`src/inc/rpmc_pkg.sv`:
```
// Package for the receiver power mode control block: modes, ratios and pin levels.
package rpmc_pkg;

    // ==========================================================
    // Operating modes, one-hot.
    typedef enum logic [6:0] {
        RPMC_RESET    = 7'h01,
        RPMC_NORMAL   = 7'h02,
        RPMC_VCO_STOP = 7'h04,
        RPMC_AMP_ONLY = 7'h08,
        RPMC_DIV_ONLY = 7'h10,
        RPMC_AMP_STOP = 7'h20,
        RPMC_ALL_STOP = 7'h40
    } rpmc_mode_type;

    // ==========================================================
    // Field encodings.
    localparam logic [1:0] RPMC_SLEEP_NONE = 2'h0;
    localparam logic [1:0] RPMC_SLEEP_AMP  = 2'h1;
    localparam logic [1:0] RPMC_SLEEP_DIV  = 2'h2;

    localparam logic [1:0] RPMC_RATIO_256  = 2'h0;
    localparam logic [1:0] RPMC_RATIO_384  = 2'h1;
    localparam logic [1:0] RPMC_RATIO_512  = 2'h2;
    localparam logic [1:0] RPMC_RATIO_512H = 2'h3;

    // Lock multipliers of fs and sample-rate ceilings in kHz.
    localparam logic [9:0] RPMC_MULT_256   = 10'h100;
    localparam logic [9:0] RPMC_MULT_384   = 10'h180;
    localparam logic [9:0] RPMC_MULT_512   = 10'h200;
    localparam logic [7:0] RPMC_FS_MAX_WIDE   = 8'hc3;
    localparam logic [7:0] RPMC_FS_MAX_NARROW = 8'h6c;

    // ==========================================================
    // Control bits from the host.
    typedef struct packed {
        logic       osc_amp_stop;
        logic       vco_stop;
        logic [1:0] partial_sleep_select;
        logic [1:0] pll_lock_ratio;
    } rpmc_ctrl_type;

    // Pin levels driven out of the block.
    typedef struct packed {
        logic audio;
        logic user_port_out;
        logic master_clock_out;
        logic bit_clock_out;
        logic frame_clock_out;
        logic serial_audio_out;
        logic crystal_out;
        logic error;
        logic irq;
    } rpmc_pins_type;

    // Reset levels of the pins in the reset mode.
    localparam rpmc_pins_type RPMC_PINS_RESET = '{
        audio: 1'b0, user_port_out: 1'b1, master_clock_out: 1'b0,
        bit_clock_out: 1'b0, frame_clock_out: 1'b0, serial_audio_out: 1'b0,
        crystal_out: 1'b1, error: 1'b1, irq: 1'b0};

endpackage

```
`src/verilog/rpmc_ratio.sv`:
```
// Lock ratio decoder: multiplier, output halving and sample-rate ceiling.
module rpmc_ratio (
    // Ratio field
    input  wire logic [1:0] i_ratio,
    // Decoded values
    output logic      [9:0] o_lock_mult,
    output logic            o_half_out,
    output logic      [7:0] o_fs_max_khz
);

    always_comb begin
        o_half_out   = 1'b0;
        o_fs_max_khz = rpmc_pkg::RPMC_FS_MAX_NARROW;
        unique case (i_ratio)
            rpmc_pkg::RPMC_RATIO_256: begin
                o_lock_mult  = rpmc_pkg::RPMC_MULT_256;
                o_fs_max_khz = rpmc_pkg::RPMC_FS_MAX_WIDE;
            end
            rpmc_pkg::RPMC_RATIO_384: begin
                o_lock_mult = rpmc_pkg::RPMC_MULT_384;
            end
            rpmc_pkg::RPMC_RATIO_512: begin
                o_lock_mult = rpmc_pkg::RPMC_MULT_512;
            end
            rpmc_pkg::RPMC_RATIO_512H: begin
                o_lock_mult = rpmc_pkg::RPMC_MULT_512;
                o_half_out  = 1'b1;
            end
        endcase
    end

endmodule // rpmc_ratio

```
`src/verilog/rpmc_top.sv`:
```
// Power mode controller of the audio receiver: mode decode, clock source and pin states.
module rpmc_top (
    // Clock and power-down reset
    input  wire logic                    i_ref_clk,
    input  wire logic                    i_rst_n,
    // Host control
    input  wire rpmc_pkg::rpmc_ctrl_type i_ctrl,
    input  wire logic                    i_ctrl_we,
    // Status from the analogue and clock world
    input  wire logic                    i_pll_locked,
    input  wire logic                    i_clock_loopback,
    // Live pin levels in a running mode
    input  wire rpmc_pkg::rpmc_pins_type i_live_pins,
    // Readback of subcode and channel status
    input  wire logic [7:0]              i_status_data,
    output logic      [7:0]              o_status_data,
    // Mode and clock enables
    output rpmc_pkg::rpmc_mode_type      o_mode,
    output logic                         o_osc_amp_run,
    output logic                         o_divider_run,
    output logic                         o_vco_run,
    output logic                         o_use_pll_clock,
    output logic                         o_clock_out_en,
    // Lock ratio
    output logic      [9:0]              o_lock_mult,
    output logic                         o_half_out,
    output logic      [7:0]              o_fs_max_khz,
    // Pins
    output rpmc_pkg::rpmc_pins_type      o_pins
);

    // ==========================================================
    // State.
    typedef struct packed {
        rpmc_pkg::rpmc_ctrl_type ctrl;
        rpmc_pkg::rpmc_mode_type mode;
        rpmc_pkg::rpmc_pins_type pins;
        logic [7:0]              status;
    } rpmc_state_type;

    localparam rpmc_state_type RPMC_STATE_RESET = '{
        ctrl: '0, mode: rpmc_pkg::RPMC_RESET,
        pins: rpmc_pkg::RPMC_PINS_RESET, status: 8'h00};

    rpmc_state_type          state;
    rpmc_state_type          next_state;
    rpmc_pkg::rpmc_mode_type dec_mode;
    logic                    clocks_dead;

    // ==========================================================
    // Mode decode from the control bits.
    always_comb begin
        // Amplifier stop inside a sleep mode leaves no clock at all, so it is a full stop.
        if (state.ctrl.osc_amp_stop
                && (state.ctrl.vco_stop
                || (state.ctrl.partial_sleep_select != rpmc_pkg::RPMC_SLEEP_NONE))) begin
            dec_mode = rpmc_pkg::RPMC_ALL_STOP;
        end else if (state.ctrl.osc_amp_stop) begin
            dec_mode = rpmc_pkg::RPMC_AMP_STOP;
        end else if (state.ctrl.partial_sleep_select == rpmc_pkg::RPMC_SLEEP_AMP) begin
            dec_mode = rpmc_pkg::RPMC_AMP_ONLY;
        end else if (state.ctrl.partial_sleep_select == rpmc_pkg::RPMC_SLEEP_DIV) begin
            dec_mode = rpmc_pkg::RPMC_DIV_ONLY;
        end else if (state.ctrl.vco_stop) begin
            dec_mode = rpmc_pkg::RPMC_VCO_STOP;
        end else begin
            dec_mode = rpmc_pkg::RPMC_NORMAL;
        end
    end

    // Without a crystal clock or a locked PLL nothing can toggle.
    always_comb begin
        clocks_dead = 1'b0;
        unique case (state.mode)
            rpmc_pkg::RPMC_AMP_STOP: clocks_dead = !i_pll_locked;
            rpmc_pkg::RPMC_VCO_STOP,
            rpmc_pkg::RPMC_AMP_ONLY,
            rpmc_pkg::RPMC_DIV_ONLY: clocks_dead = i_clock_loopback;
            default:                 clocks_dead = 1'b0;
        endcase
    end

    // ==========================================================
    // Next state: control capture, mode and pin levels.
    always_comb begin
        next_state = state;
        if (i_ctrl_we) begin
            next_state.ctrl = i_ctrl;
        end
        next_state.mode = dec_mode;
        next_state.pins = i_live_pins;
        // Readback of subcode and status reads zero whenever a partial sleep mode is selected.
        next_state.status = (state.ctrl.partial_sleep_select != rpmc_pkg::RPMC_SLEEP_NONE)
                          ? 8'h00 : i_status_data;
        unique case (state.mode)
            rpmc_pkg::RPMC_NORMAL: begin
            end
            rpmc_pkg::RPMC_VCO_STOP, rpmc_pkg::RPMC_DIV_ONLY: begin
                next_state.pins.audio = 1'b0;
                next_state.pins.error = 1'b1;
                next_state.pins.irq   = 1'b0;
            end
            rpmc_pkg::RPMC_AMP_ONLY: begin
                next_state.pins.audio            = 1'b0;
                next_state.pins.error            = 1'b1;
                next_state.pins.irq              = 1'b0;
                next_state.pins.bit_clock_out    = 1'b0;
                next_state.pins.frame_clock_out  = 1'b0;
                next_state.pins.serial_audio_out = 1'b0;
            end
            rpmc_pkg::RPMC_AMP_STOP: begin
                next_state.pins.crystal_out = 1'b1;
            end
            rpmc_pkg::RPMC_ALL_STOP: begin
                next_state.pins                  = rpmc_pkg::RPMC_PINS_RESET;
                next_state.pins.user_port_out    = i_live_pins.user_port_out;
                // Bit and frame clocks freeze at whatever level they had on entry.
                next_state.pins.bit_clock_out    = state.pins.bit_clock_out;
                next_state.pins.frame_clock_out  = state.pins.frame_clock_out;
            end
            default: begin
                next_state.pins = rpmc_pkg::RPMC_PINS_RESET;
            end
        endcase
        // A dead clock drives the master clock low and leaves bit and frame clocks where they stood.
        // Sleep 01 keeps its forced lows even when the clock is lost.
        if (clocks_dead) begin
            next_state.pins.master_clock_out = 1'b0;
            if (state.mode != rpmc_pkg::RPMC_AMP_ONLY) begin
                next_state.pins.bit_clock_out   = state.pins.bit_clock_out;
                next_state.pins.frame_clock_out = state.pins.frame_clock_out;
            end
        end
    end

    // Power-down is the asynchronous reset of everything here.
    always_ff @(posedge i_ref_clk or negedge i_rst_n) begin
        if (!i_rst_n) begin
            state <= RPMC_STATE_RESET;
        end else begin
            state <= next_state;
        end
    end

    // ==========================================================
    // Clock enables and source choice.
    // Enables follow the registered mode and also i_pll_locked and i_clock_loopback directly, so not all move only with o_mode.
    always_comb begin
        o_osc_amp_run   = 1'b0;
        o_divider_run   = 1'b0;
        o_vco_run       = 1'b0;
        o_use_pll_clock = 1'b0;
        o_clock_out_en  = 1'b0;
        unique case (state.mode)
            rpmc_pkg::RPMC_RESET: begin
                // Power-down holds every clock of the block off.
                o_osc_amp_run = 1'b0;
            end
            rpmc_pkg::RPMC_NORMAL: begin
                o_osc_amp_run   = 1'b1;
                o_divider_run   = 1'b1;
                o_vco_run       = 1'b1;
                o_use_pll_clock = i_pll_locked;
                o_clock_out_en  = 1'b1;
            end
            rpmc_pkg::RPMC_VCO_STOP,
            rpmc_pkg::RPMC_DIV_ONLY: begin
                // The crystal clock is the only source; a looped-back master clock kills it.
                o_osc_amp_run  = 1'b1;
                o_divider_run  = 1'b1;
                o_clock_out_en = !clocks_dead;
            end
            rpmc_pkg::RPMC_AMP_ONLY: begin
                // Only the amplifier runs, feeding the crystal output pin.
                o_osc_amp_run = 1'b1;
            end
            rpmc_pkg::RPMC_AMP_STOP: begin
                // The amplifier is off; the locked PLL alone keeps the clocks alive.
                o_vco_run       = 1'b1;
                o_divider_run   = i_pll_locked;
                o_use_pll_clock = i_pll_locked;
                o_clock_out_en  = !clocks_dead;
            end
            rpmc_pkg::RPMC_ALL_STOP: begin
                // Nothing runs; bit and frame clocks stay frozen in the pin register.
                o_clock_out_en = 1'b0;
            end
        endcase
    end

    rpmc_ratio u_ratio (
        .i_ratio      (state.ctrl.pll_lock_ratio),
        .o_lock_mult  (o_lock_mult),
        .o_half_out   (o_half_out),
        .o_fs_max_khz (o_fs_max_khz)
    );

    assign o_mode        = state.mode;
    assign o_pins        = state.pins;
    assign o_status_data = state.status;

endmodule // rpmc_top

```
`config.mk`:
```
export PLATFORM = sky130hd
export DESIGN_NAME = rpmc_top
export DESIGN_NICKNAME = d
export VERILOG_FILES = /design/src/inc/rpmc_pkg.sv /design/src/verilog/rpmc_ratio.sv /design/src/verilog/rpmc_top.sv
export SDC_FILE = /design/constraint.sdc
export NUM_CORES = 1
export LEC_CHECK = 0
export ABC_CLOCK_PERIOD_IN_PS = 1500
export BUFFER_PORTS_ARGS = -buffer_cell sky130_fd_sc_hd__buf_2
export CAP_MARGIN = 5
export CORE_MARGIN = 2
export CORE_UTILIZATION = 40
export CTS_CLUSTER_DIAMETER = 200
export DETAILED_ROUTE_END_ITERATION = 7
export HOLD_SLACK_MARGIN = 0.08
export PLACE_DENSITY = 0.68
export SLEW_MARGIN = 0
export SYNTH_ARGS = -nofsm -noshare
export SYNTH_HDL_FRONTEND = slang
export SYNTH_HIERARCHICAL = 1
export SYNTH_SLANG_ARGS = --single-unit
export TNS_END_PERCENT = 10
```
`constraint.sdc`:
```
create_clock -name i_ref_clk -period 1.5 [get_ports i_ref_clk]
set_input_delay 0.075 -clock i_ref_clk [delete_from_list [all_inputs] [get_ports i_ref_clk]]
set_output_delay 0.075 -clock i_ref_clk [all_outputs]
set_load 0.02 [all_outputs]
```
==> results_dict.tcl, run 1 <==
set metrics [dict create \
    status "finished with violations" \
    failed_checks "negative setup slack" \
    drive_gt1_frac 0.538 \
    grt_overflow 0 \
    crit_slowest_cell "dfrtp_2" \
    slew_viol_final 0 \
    multi_input_area_um2 691 \
    grt_usage 0.160 \
    ys.flop_type "dfrtp_1" \
    fin_area_um2 2410 \
    grt_max_degree 31 \
    routed_wl_mm 3.69 \
    yosysSeqAreaShare 0.444 \
    synth_top_area_frac 0.382 \
    r2r_slack_ns -0.16 \
    synthTopCellsByArea "dfrtp_1 (38%), buf_4 (16%), dfstp_2 (6.2%), and2_1 (4.4%), mux2_2 (4.0%)" \
    dp_hpwl_mm 2.44 \
    powerDensity_nw_per_um2 949 \
    fillers 314 \
    setup_violations 10 \
    p_leak_nw 1.20 \
    path_max_fanout 6 \
    clockBufferDepth 2 \
    timing.final.crit_period_ns 1.80 \
    hold_viol 0 \
    reg2reg_from "o_mode[5]" \
    wl_per_cell_um 12.9 \
    htreeDepth 2 \
    port_buffers 66 \
    firstDrtPassIters 4 \
    cts_made_buffers 5 \
    syn_avg_cell_area_um2 11.3 \
    start_util 0.420 \
    synth_seq_cells 30 \
    rsz0062_at_grt "true" \
    placed_area_um2 1930 \
    cp-end-kind "output pin" \
    syn_area_um2 1700 \
    fmax_mhz 556 \
    core_area_um2 4060 \
    fin_nets 263 \
    area_growth_pct 41.5 \
    cts.sinks 30 \
    ir_worst_vdd_mv 0.602 \
    synth_commonest_cells "buf_4 (37), dfrtp_1 (26), and2_1 (12)" \
    grt_pass1_wl_mm 5.99 \
    hp-start "i_ctrl_we" \
    startpoint_type "flop" \
    fin_crit_sh 1.20 \
    hold_ws_ns 0.144 \
    async_reset_ff_frac 1.00 \
    power.total_mw 2.29 \
    grt_pass1_vias 1300 \
    seqCellArea_um2 761 \
    cpPeakStageDelay_ns 0.47 \
    synth_largest_area_cell "dfrtp_1" \
    clk_pin_slew_ns 0.07 \
    drtAntennaViolNets 0 \
    diodes 0 \
    cts_root_buf "clkbuf_8" \
    yosys_warnings 6 \
    maxSlewHeadroom 0.566 \
    viasPerCell 4.54 \
    dieArea_um2 4790 \
    arrival_ns 1.72 \
    synth_edf_count 0 \
    reg2regPathDepth 5 \
    hold_path_depth 2 \
    final_util 0.594 \
    instances_no_fill 286 \
    cp_data_required_time_ns 1.42 \
    setup_tns_ns -1.76 \
    hp-class "in2reg" \
    yosysMostFrequentCell "buf_4" \
    dp_cells 245 \
    r2r_end "o_pins[5]" \
    preCtsSetupSlack_ns -0.0682 \
    die_h_um 69.2 \
    ioPinCount 76 \
    ys_types 47 \
    die_w_um 69.2 \
    fin_worst_skew_ns 0.00686 \
    place.gp.congestion 0.837 \
    antenna_found_initial 0 \
    max_cap_violations 0 \
    cts_tree "done" \
    cp_cell_sequence "buf_6 > nor2_4 > nand3b_1 > a2111oi_4 > buf_4" \
    drcViolationCount 0 \
    dr_total_vias 1298 \
    tightestPinTransition_ns 0.651 \
    worst_slack_ns -0.300 \
    crit_type "reg2out" \
    startpoint "o_mode[2]" \
    clock_latency_ns 0.28 \
    hold_end "state[25]" \
    row_count 23 \
    syn_inst 151 \
    initialDrtViolationCount 18 \
]
[critical path, delay by kind of cell (launching register included)]
family / cells / cell delay, ns
buf+inv: 2 / 0.35
compound gates: 1 / 0.40
simple gates: 2 / 0.22
flops: 1 / 0.47
[what timing repair did]
| action | in CTS | in global routing |
|---|---|---|
| buffers inserted | 8 | 1 |
| endpoints found under the hold margin | 49 | 0 |
| hold buffers | 24 | 0 |
| resized for setup | 19 | 3 |
| endpoints found under the setup margin | 9 | 12 |
| pin swaps | 10 | 8 |
[how the worst max path moves through the flow]
stage	depth (start not counted)	endpoint
5_1_grt	5	o_osc_amp_run
6_report	5	o_osc_amp_run
2_1_floorplan	4	o_use_pll_clock
3_5_place_dp	4	o_osc_amp_run
3_3_place_gp	4	o_osc_amp_run
4_1_cts	5	o_osc_amp_run
[power breakdown]
| part | total (mW) | switching, mW | internal (mW) |
|---|---|---|---|
| clock network | 0.663 | 0.294 | 0.369 |
| registers | 0.948 | 0.0736 | 0.875 |
| logic | 0.675 | 0.340 | 0.335 |
| total | 2.29 | 0.708 | 1.58 |
[sequential cells by signal, indices dropped and copies added (netlist names)]
signal / flops
o_mode: 7
o_pins: 9
o_status_data: 8
state: 6
[cell usage in the layout, fill, tap and decap left out, drive strengths merged, types with 2 or more instances in the layout]
cell type	n
a32o	2
and2	13
o211a	2
nand2b	2
nor3b	3
buf	91
dlygate4sd3	24
conb	10
nor4	2
xor2	4
dfrtp	26
nor3	3
nor4b	3
a21o	2
nor2	6
o211ai	3
clkbuf	7
dfstp	4
o21ai	3
mux2i	2
inv	3
mux2	6
[layout make-up]
class / instances / area share
repair buffers: 115 / 0.329
flip-flops and latches: 30 / 0.316
multi-input cells: 80 / 0.287
clock buffers: 7 / 0.0358
well taps: 50 / 0.0260
inverters: 3 / 0.00467
clock inverters: 1 / 0.00208
[metal layers]
metal	wire (um)	track usage	share of wire	vias up
met5	0	0	0	-
met4	76	0.0850	0.021	0
met3	230	0.0451	0.062	8
met2	1940	0.280	0.53	59
met1	1440	0.176	0.39	601
li1	-	-	-	630
[cell families after synthesis]
| group | count (synthesis) | synth area share |
|---|---|---|
| buffers and inverters | 48 | 0.208 |
| DFF | 30 | 0.444 |
| xor gates and xnor gates | 5 | 0.0257 |
| muxes | 8 | 0.0514 |
| AOI/OAI and AO/OA | 17 | 0.0874 |
| other | 3 | 0.00661 |
| and+or+nand+nor | 40 | 0.177 |
(Power assumes the default switching activity.)
==> run 2: changes to the inputs <==
ABC_CLOCK_PERIOD_IN_PS = 1800   (was 1500)
PLACE_DENSITY = 0.66   (was 0.68)
clock period = 1.8 ns   (was 1.5 ns; I/O delays follow)
==> results_dict.tcl, run 2 (synthesis gave the netlist of run 1 again) <==
set metrics [dict create \
    powerDensity_nw_per_um2 846 \
    grt_pass1_vias 1198 \
    grt_overflow 0 \
    grt_usage 0.143 \
    antenna_found_initial 0 \
    cts.sinks 30 \
    fmax_mhz 562 \
    hold_viol 0 \
    crit_type "reg2out" \
    grt_max_degree 31 \
    cts_tree "done" \
    grt_pass1_wl_mm 5.53 \
    setup_violations 0 \
    clockBufferDepth 2 \
    cts_made_buffers 5 \
    hold_path_depth 2 \
    firstDrtPassIters 4 \
    fin_nets 250 \
    drcViolationCount 0 \
    path_max_fanout 11 \
    start_util 0.420 \
    fin_crit_sh 0.988 \
    slew_viol_final 0 \
    cp_data_required_time_ns 1.71 \
    viasPerCell 4.61 \
    layout_common_cells "buf_2 (63), dlygate4sd3_1 (24), dfrtp_1 (20)" \
    die_w_um 69.2 \
    hold_ws_ns 0.165 \
    htreeDepth 2 \
    core_area_um2 4060 \
    maxSlewHeadroom 0.570 \
    rsz0062_at_grt "true" \
    reg2regPathDepth 5 \
    max_cap_violations 0 \
    drtAntennaViolNets 0 \
    wl_per_cell_um 12.9 \
    dp_hpwl_mm 2.26 \
    final_util 0.564 \
    status "completed" \
    tightestPinTransition_ns 0.645 \
    fin_worst_skew_ns 0.00365 \
    port_buffers 66 \
    largest_reg_flops 9 \
    timing.final.crit_period_ns 1.78 \
    row_count 23 \
    place.gp.congestion 0.790 \
    initialDrtViolationCount 51 \
    cp-end-kind "output pin" \
    highest_layer "met4" \
    hp-class "in2reg" \
    wl_met2_mm 1.90 \
    final_common_cell "buf_2" \
    die_h_um 69.2 \
    clock_latency_ns 0.27 \
    startpoint_type "flop" \
    clk_pin_slew_ns 0.06 \
    arrival_ns 1.69 \
    dieArea_um2 4790 \
    drive_gt1_frac 0.511 \
    ioPinCount 76 \
    dr_wl_met3_um 207 \
    p_leak_nw 1.14 \
    ir_worst_vdd_mv 0.513 \
    routed_wl_mm 3.53 \
    dr_total_vias 1259 \
    area_growth_pct 34.4 \
    wirelength_met1_mm 1.38 \
    cts_root_buf "clkbuf_8" \
    diodes 0 \
]
run 2: final timing paths:
kind                            from             end  slack [ns]
hold reg to reg            state[28]       o_mode[1]        0.51
min in group asynchronous    i_rst_n       o_pins[5]        0.37
setup / recovery           o_mode[5]  o_clock_out_en        0.02
max in group asynchronous    i_rst_n       o_mode[5]        0.94
hold / removal             i_ctrl_we       state[26]        0.17
setup reg to reg           o_mode[5]       o_pins[5]        0.11
run 2: cell type report:
cell class | instances | area, um2
Timing Repair Buffer | 102 | 676
Sequential cell | 30 | 766
Fill cell | 349 | 1770
Clock inverter | 3 | 40.0
Tap cell | 50 | 62.6
Clock buffer | 5 | 68.8
Multi-Input combinational cell | 80 | 664
Inverter | 3 | 11.3
run 2: per-layer routing:
metal  vias to the layer above  GRT usage
met1                       601      0.161
met2                        48      0.256
met4                         0     0.0458
met3                         4     0.0451
met5                         -          0
li1                        606          -
run 2: through the flow:
step	instance area, um2	std cells	TNS, ns	setup slack, ns	power (mW)
CTS	2180	266	-0.0885	-0.0480	1.91
global route	2290	273	-0.119	-0.0480	2.03
floorplan	1730	158	0	0.140	1.15
global placement	1820	234	0	0.186	1.20
detailed placement	1820	234	0	0.154	1.20
finish	2290	273	0	0.0217	1.94
run 2: timing repair:
item                                    CTS  global route
resized for setup                         4            15
hold endpoints to repair                 49             0
pin swaps                                 0             3
endpoints found under the setup margin    4             4
hold buffers                             24             0
setup buffers                             0             7
run 2: critical path, stage by stage, from the launching register on:
cell and delay, ns:
dfrtp_4 0.56, nor4_4 0.31, o211ai_2 0.15, o211a_1 0.25, buf_4 0.16
run 2: power by group:
group | switching (mW) | internal [mW]
Combinational | 0.252 | 0.230
Clock | 0.243 | 0.407
Sequential | 0.0731 | 0.730
Total | 0.568 | 1.37
==> run 3: changes to the inputs <==
SETUP_SLACK_MARGIN = 0.4   (was unset)
==> results_dict.tcl, run 3 (synthesis gave the netlist of run 1 again) <==
set metrics [dict create \
    status "completed" \
    clk_pin_slew_ns 0.07 \
    p_leak_nw 1.09 \
    grt_overflow 0 \
    powerDensity_nw_per_um2 827 \
    path_max_fanout 7 \
    dieArea_um2 4790 \
    maxSlewHeadroom 0.550 \
    setup_tns_ns 0 \
    grt_pass1_vias 1230 \
    max_cap_violations 0 \
    hold_ws_ns 0.149 \
    firstDrtPassIters 4 \
    worst_slack_ns 0.0283 \
    drcViolationCount 0 \
    cp_data_required_time_ns 1.71 \
    row_count 23 \
    hold_viol 0 \
    fmax_mhz 564 \
    grt_usage 0.153 \
    dp_cells 236 \
    crit_type "reg2out" \
    port_buffers 66 \
    rsz0062_at_grt "true" \
    cts.sinks 30 \
    initialDrtViolationCount 73 \
    final_common_cell "buf_2" \
    clockBufferDepth 2 \
    ir_worst_vdd_mv 0.420 \
    setup_violations 0 \
    grt_max_degree 31 \
    dp_hpwl_mm 2.43 \
    diodes 0 \
    cts_tree "done" \
    viasPerCell 4.60 \
    start_util 0.420 \
    die_w_um 69.2 \
    area_growth_pct 30.3 \
    fin_worst_skew_ns 0.00469 \
    layout_common_cells "buf_2 (65), dlygate4sd3_1 (24), dfrtp_1 (20)" \
    power.total_mw 1.84 \
    startpoint_type "flop" \
    dr_total_vias 1234 \
    preCtsSetupSlack_ns 0.177 \
    timing.final.crit_period_ns 1.77 \
    htreeDepth 2 \
    arrival_ns 1.68 \
    cp-end-kind "output pin" \
    slew_viol_final 0 \
    wl_per_cell_um 13.2 \
    die_h_um 69.2 \
    cts_root_buf "clkbuf_8" \
    drive_gt1_frac 0.509 \
    drtAntennaViolNets 0 \
    clock_latency_ns 0.28 \
    fin_nets 245 \
    core_area_um2 4060 \
    cts_made_buffers 5 \
    hp-class "in2reg" \
    grt_pass1_wl_mm 5.74 \
    tightestPinTransition_ns 0.674 \
    fin_crit_sh 0.984 \
    place.gp.congestion 0.862 \
    instances_no_fill 268 \
    largest_reg_flops 9 \
    ioPinCount 76 \
    antenna_found_initial 0 \
    routed_wl_mm 3.54 \
]
==> run 3: changes by cell type in the layout (fill, tap and decap cells not counted), moves of 2 or more <==
cell / before / now
buf_2: 63 / 65
buf_4: 13 / 8
and2_1: 11 / 9
buf_6: 2 / 0
and2_4: 1 / 3
==> run 3: worst paths after layout <==
| kind | startpoint | cells past startpoint | end | slack [ns] |
|---|---|---|---|---|
| max | o_mode[2] | 4 | o_osc_amp_run | 0.03 |
| min | i_ctrl_we | 2 | state[24] | 0.15 |
| max reg2reg | o_mode[2] | 5 | o_pins[4] | 0.25 |
| min reg2reg | state[28] | 1 | o_mode[5] | 0.51 |
| max in group asynchronous | i_rst_n | 2 | o_mode[1] | 0.93 |
| min in group asynchronous | i_rst_n | 2 | o_pins[3] | 0.39 |
==> run 3: layout make-up <==
class | count | area, um2
Clock buffer | 6 | 82.6
Clock inverter | 2 | 12.5
Timing Repair Buffer | 97 | 626
Tap cell | 50 | 62.6
Inverter | 3 | 11.3
Sequential cell | 30 | 763
Multi-Input combinational cell | 80 | 661
Fill cell | 347 | 1840
==> run 3: per-layer routing <==
layer | share of wire | GRT usage
met5 | 0 | 0
met2 | 0.51 | 0.277
met3 | 0.072 | 0.0509
met1 | 0.41 | 0.168
met4 | 0.013 | 0.0458
==> run 3: timing repair <==
action	CTS	global route
endpoints found under the hold margin	49	0
pin swaps	1	3
hold buffers	24	0
buffers inserted	0	0
resized for setup	6	5
setup endpoints to repair	9	13
gates cloned	0	0
==> run 3: stage by stage <==
step | instance area, um2 | util
after floorplan | 1760 | -
after global placement | 1860 | 0.459
after detailed placement | 1860 | 0.459
after CTS | 2210 | 0.545
after global routing | 2220 | 0.547
final | 2220 | 0.547
==> run 3: critical path: stages (launching register included) <==
cell and delay, ns:
dfrtp_2 0.47, xor2_2 0.22, o211ai_1 0.15, a2111oi_4 0.35
buf_4 0.20
==> run 3: where the power goes <==
group / internal, mW / leakage (nW) / switching (mW)
logic: 0.215 / 0.671 / 0.253
clock network: 0.307 / 0.0472 / 0.263
registers: 0.729 / 0.374 / 0.0669
total: 1.25 / 1.09 / 0.583
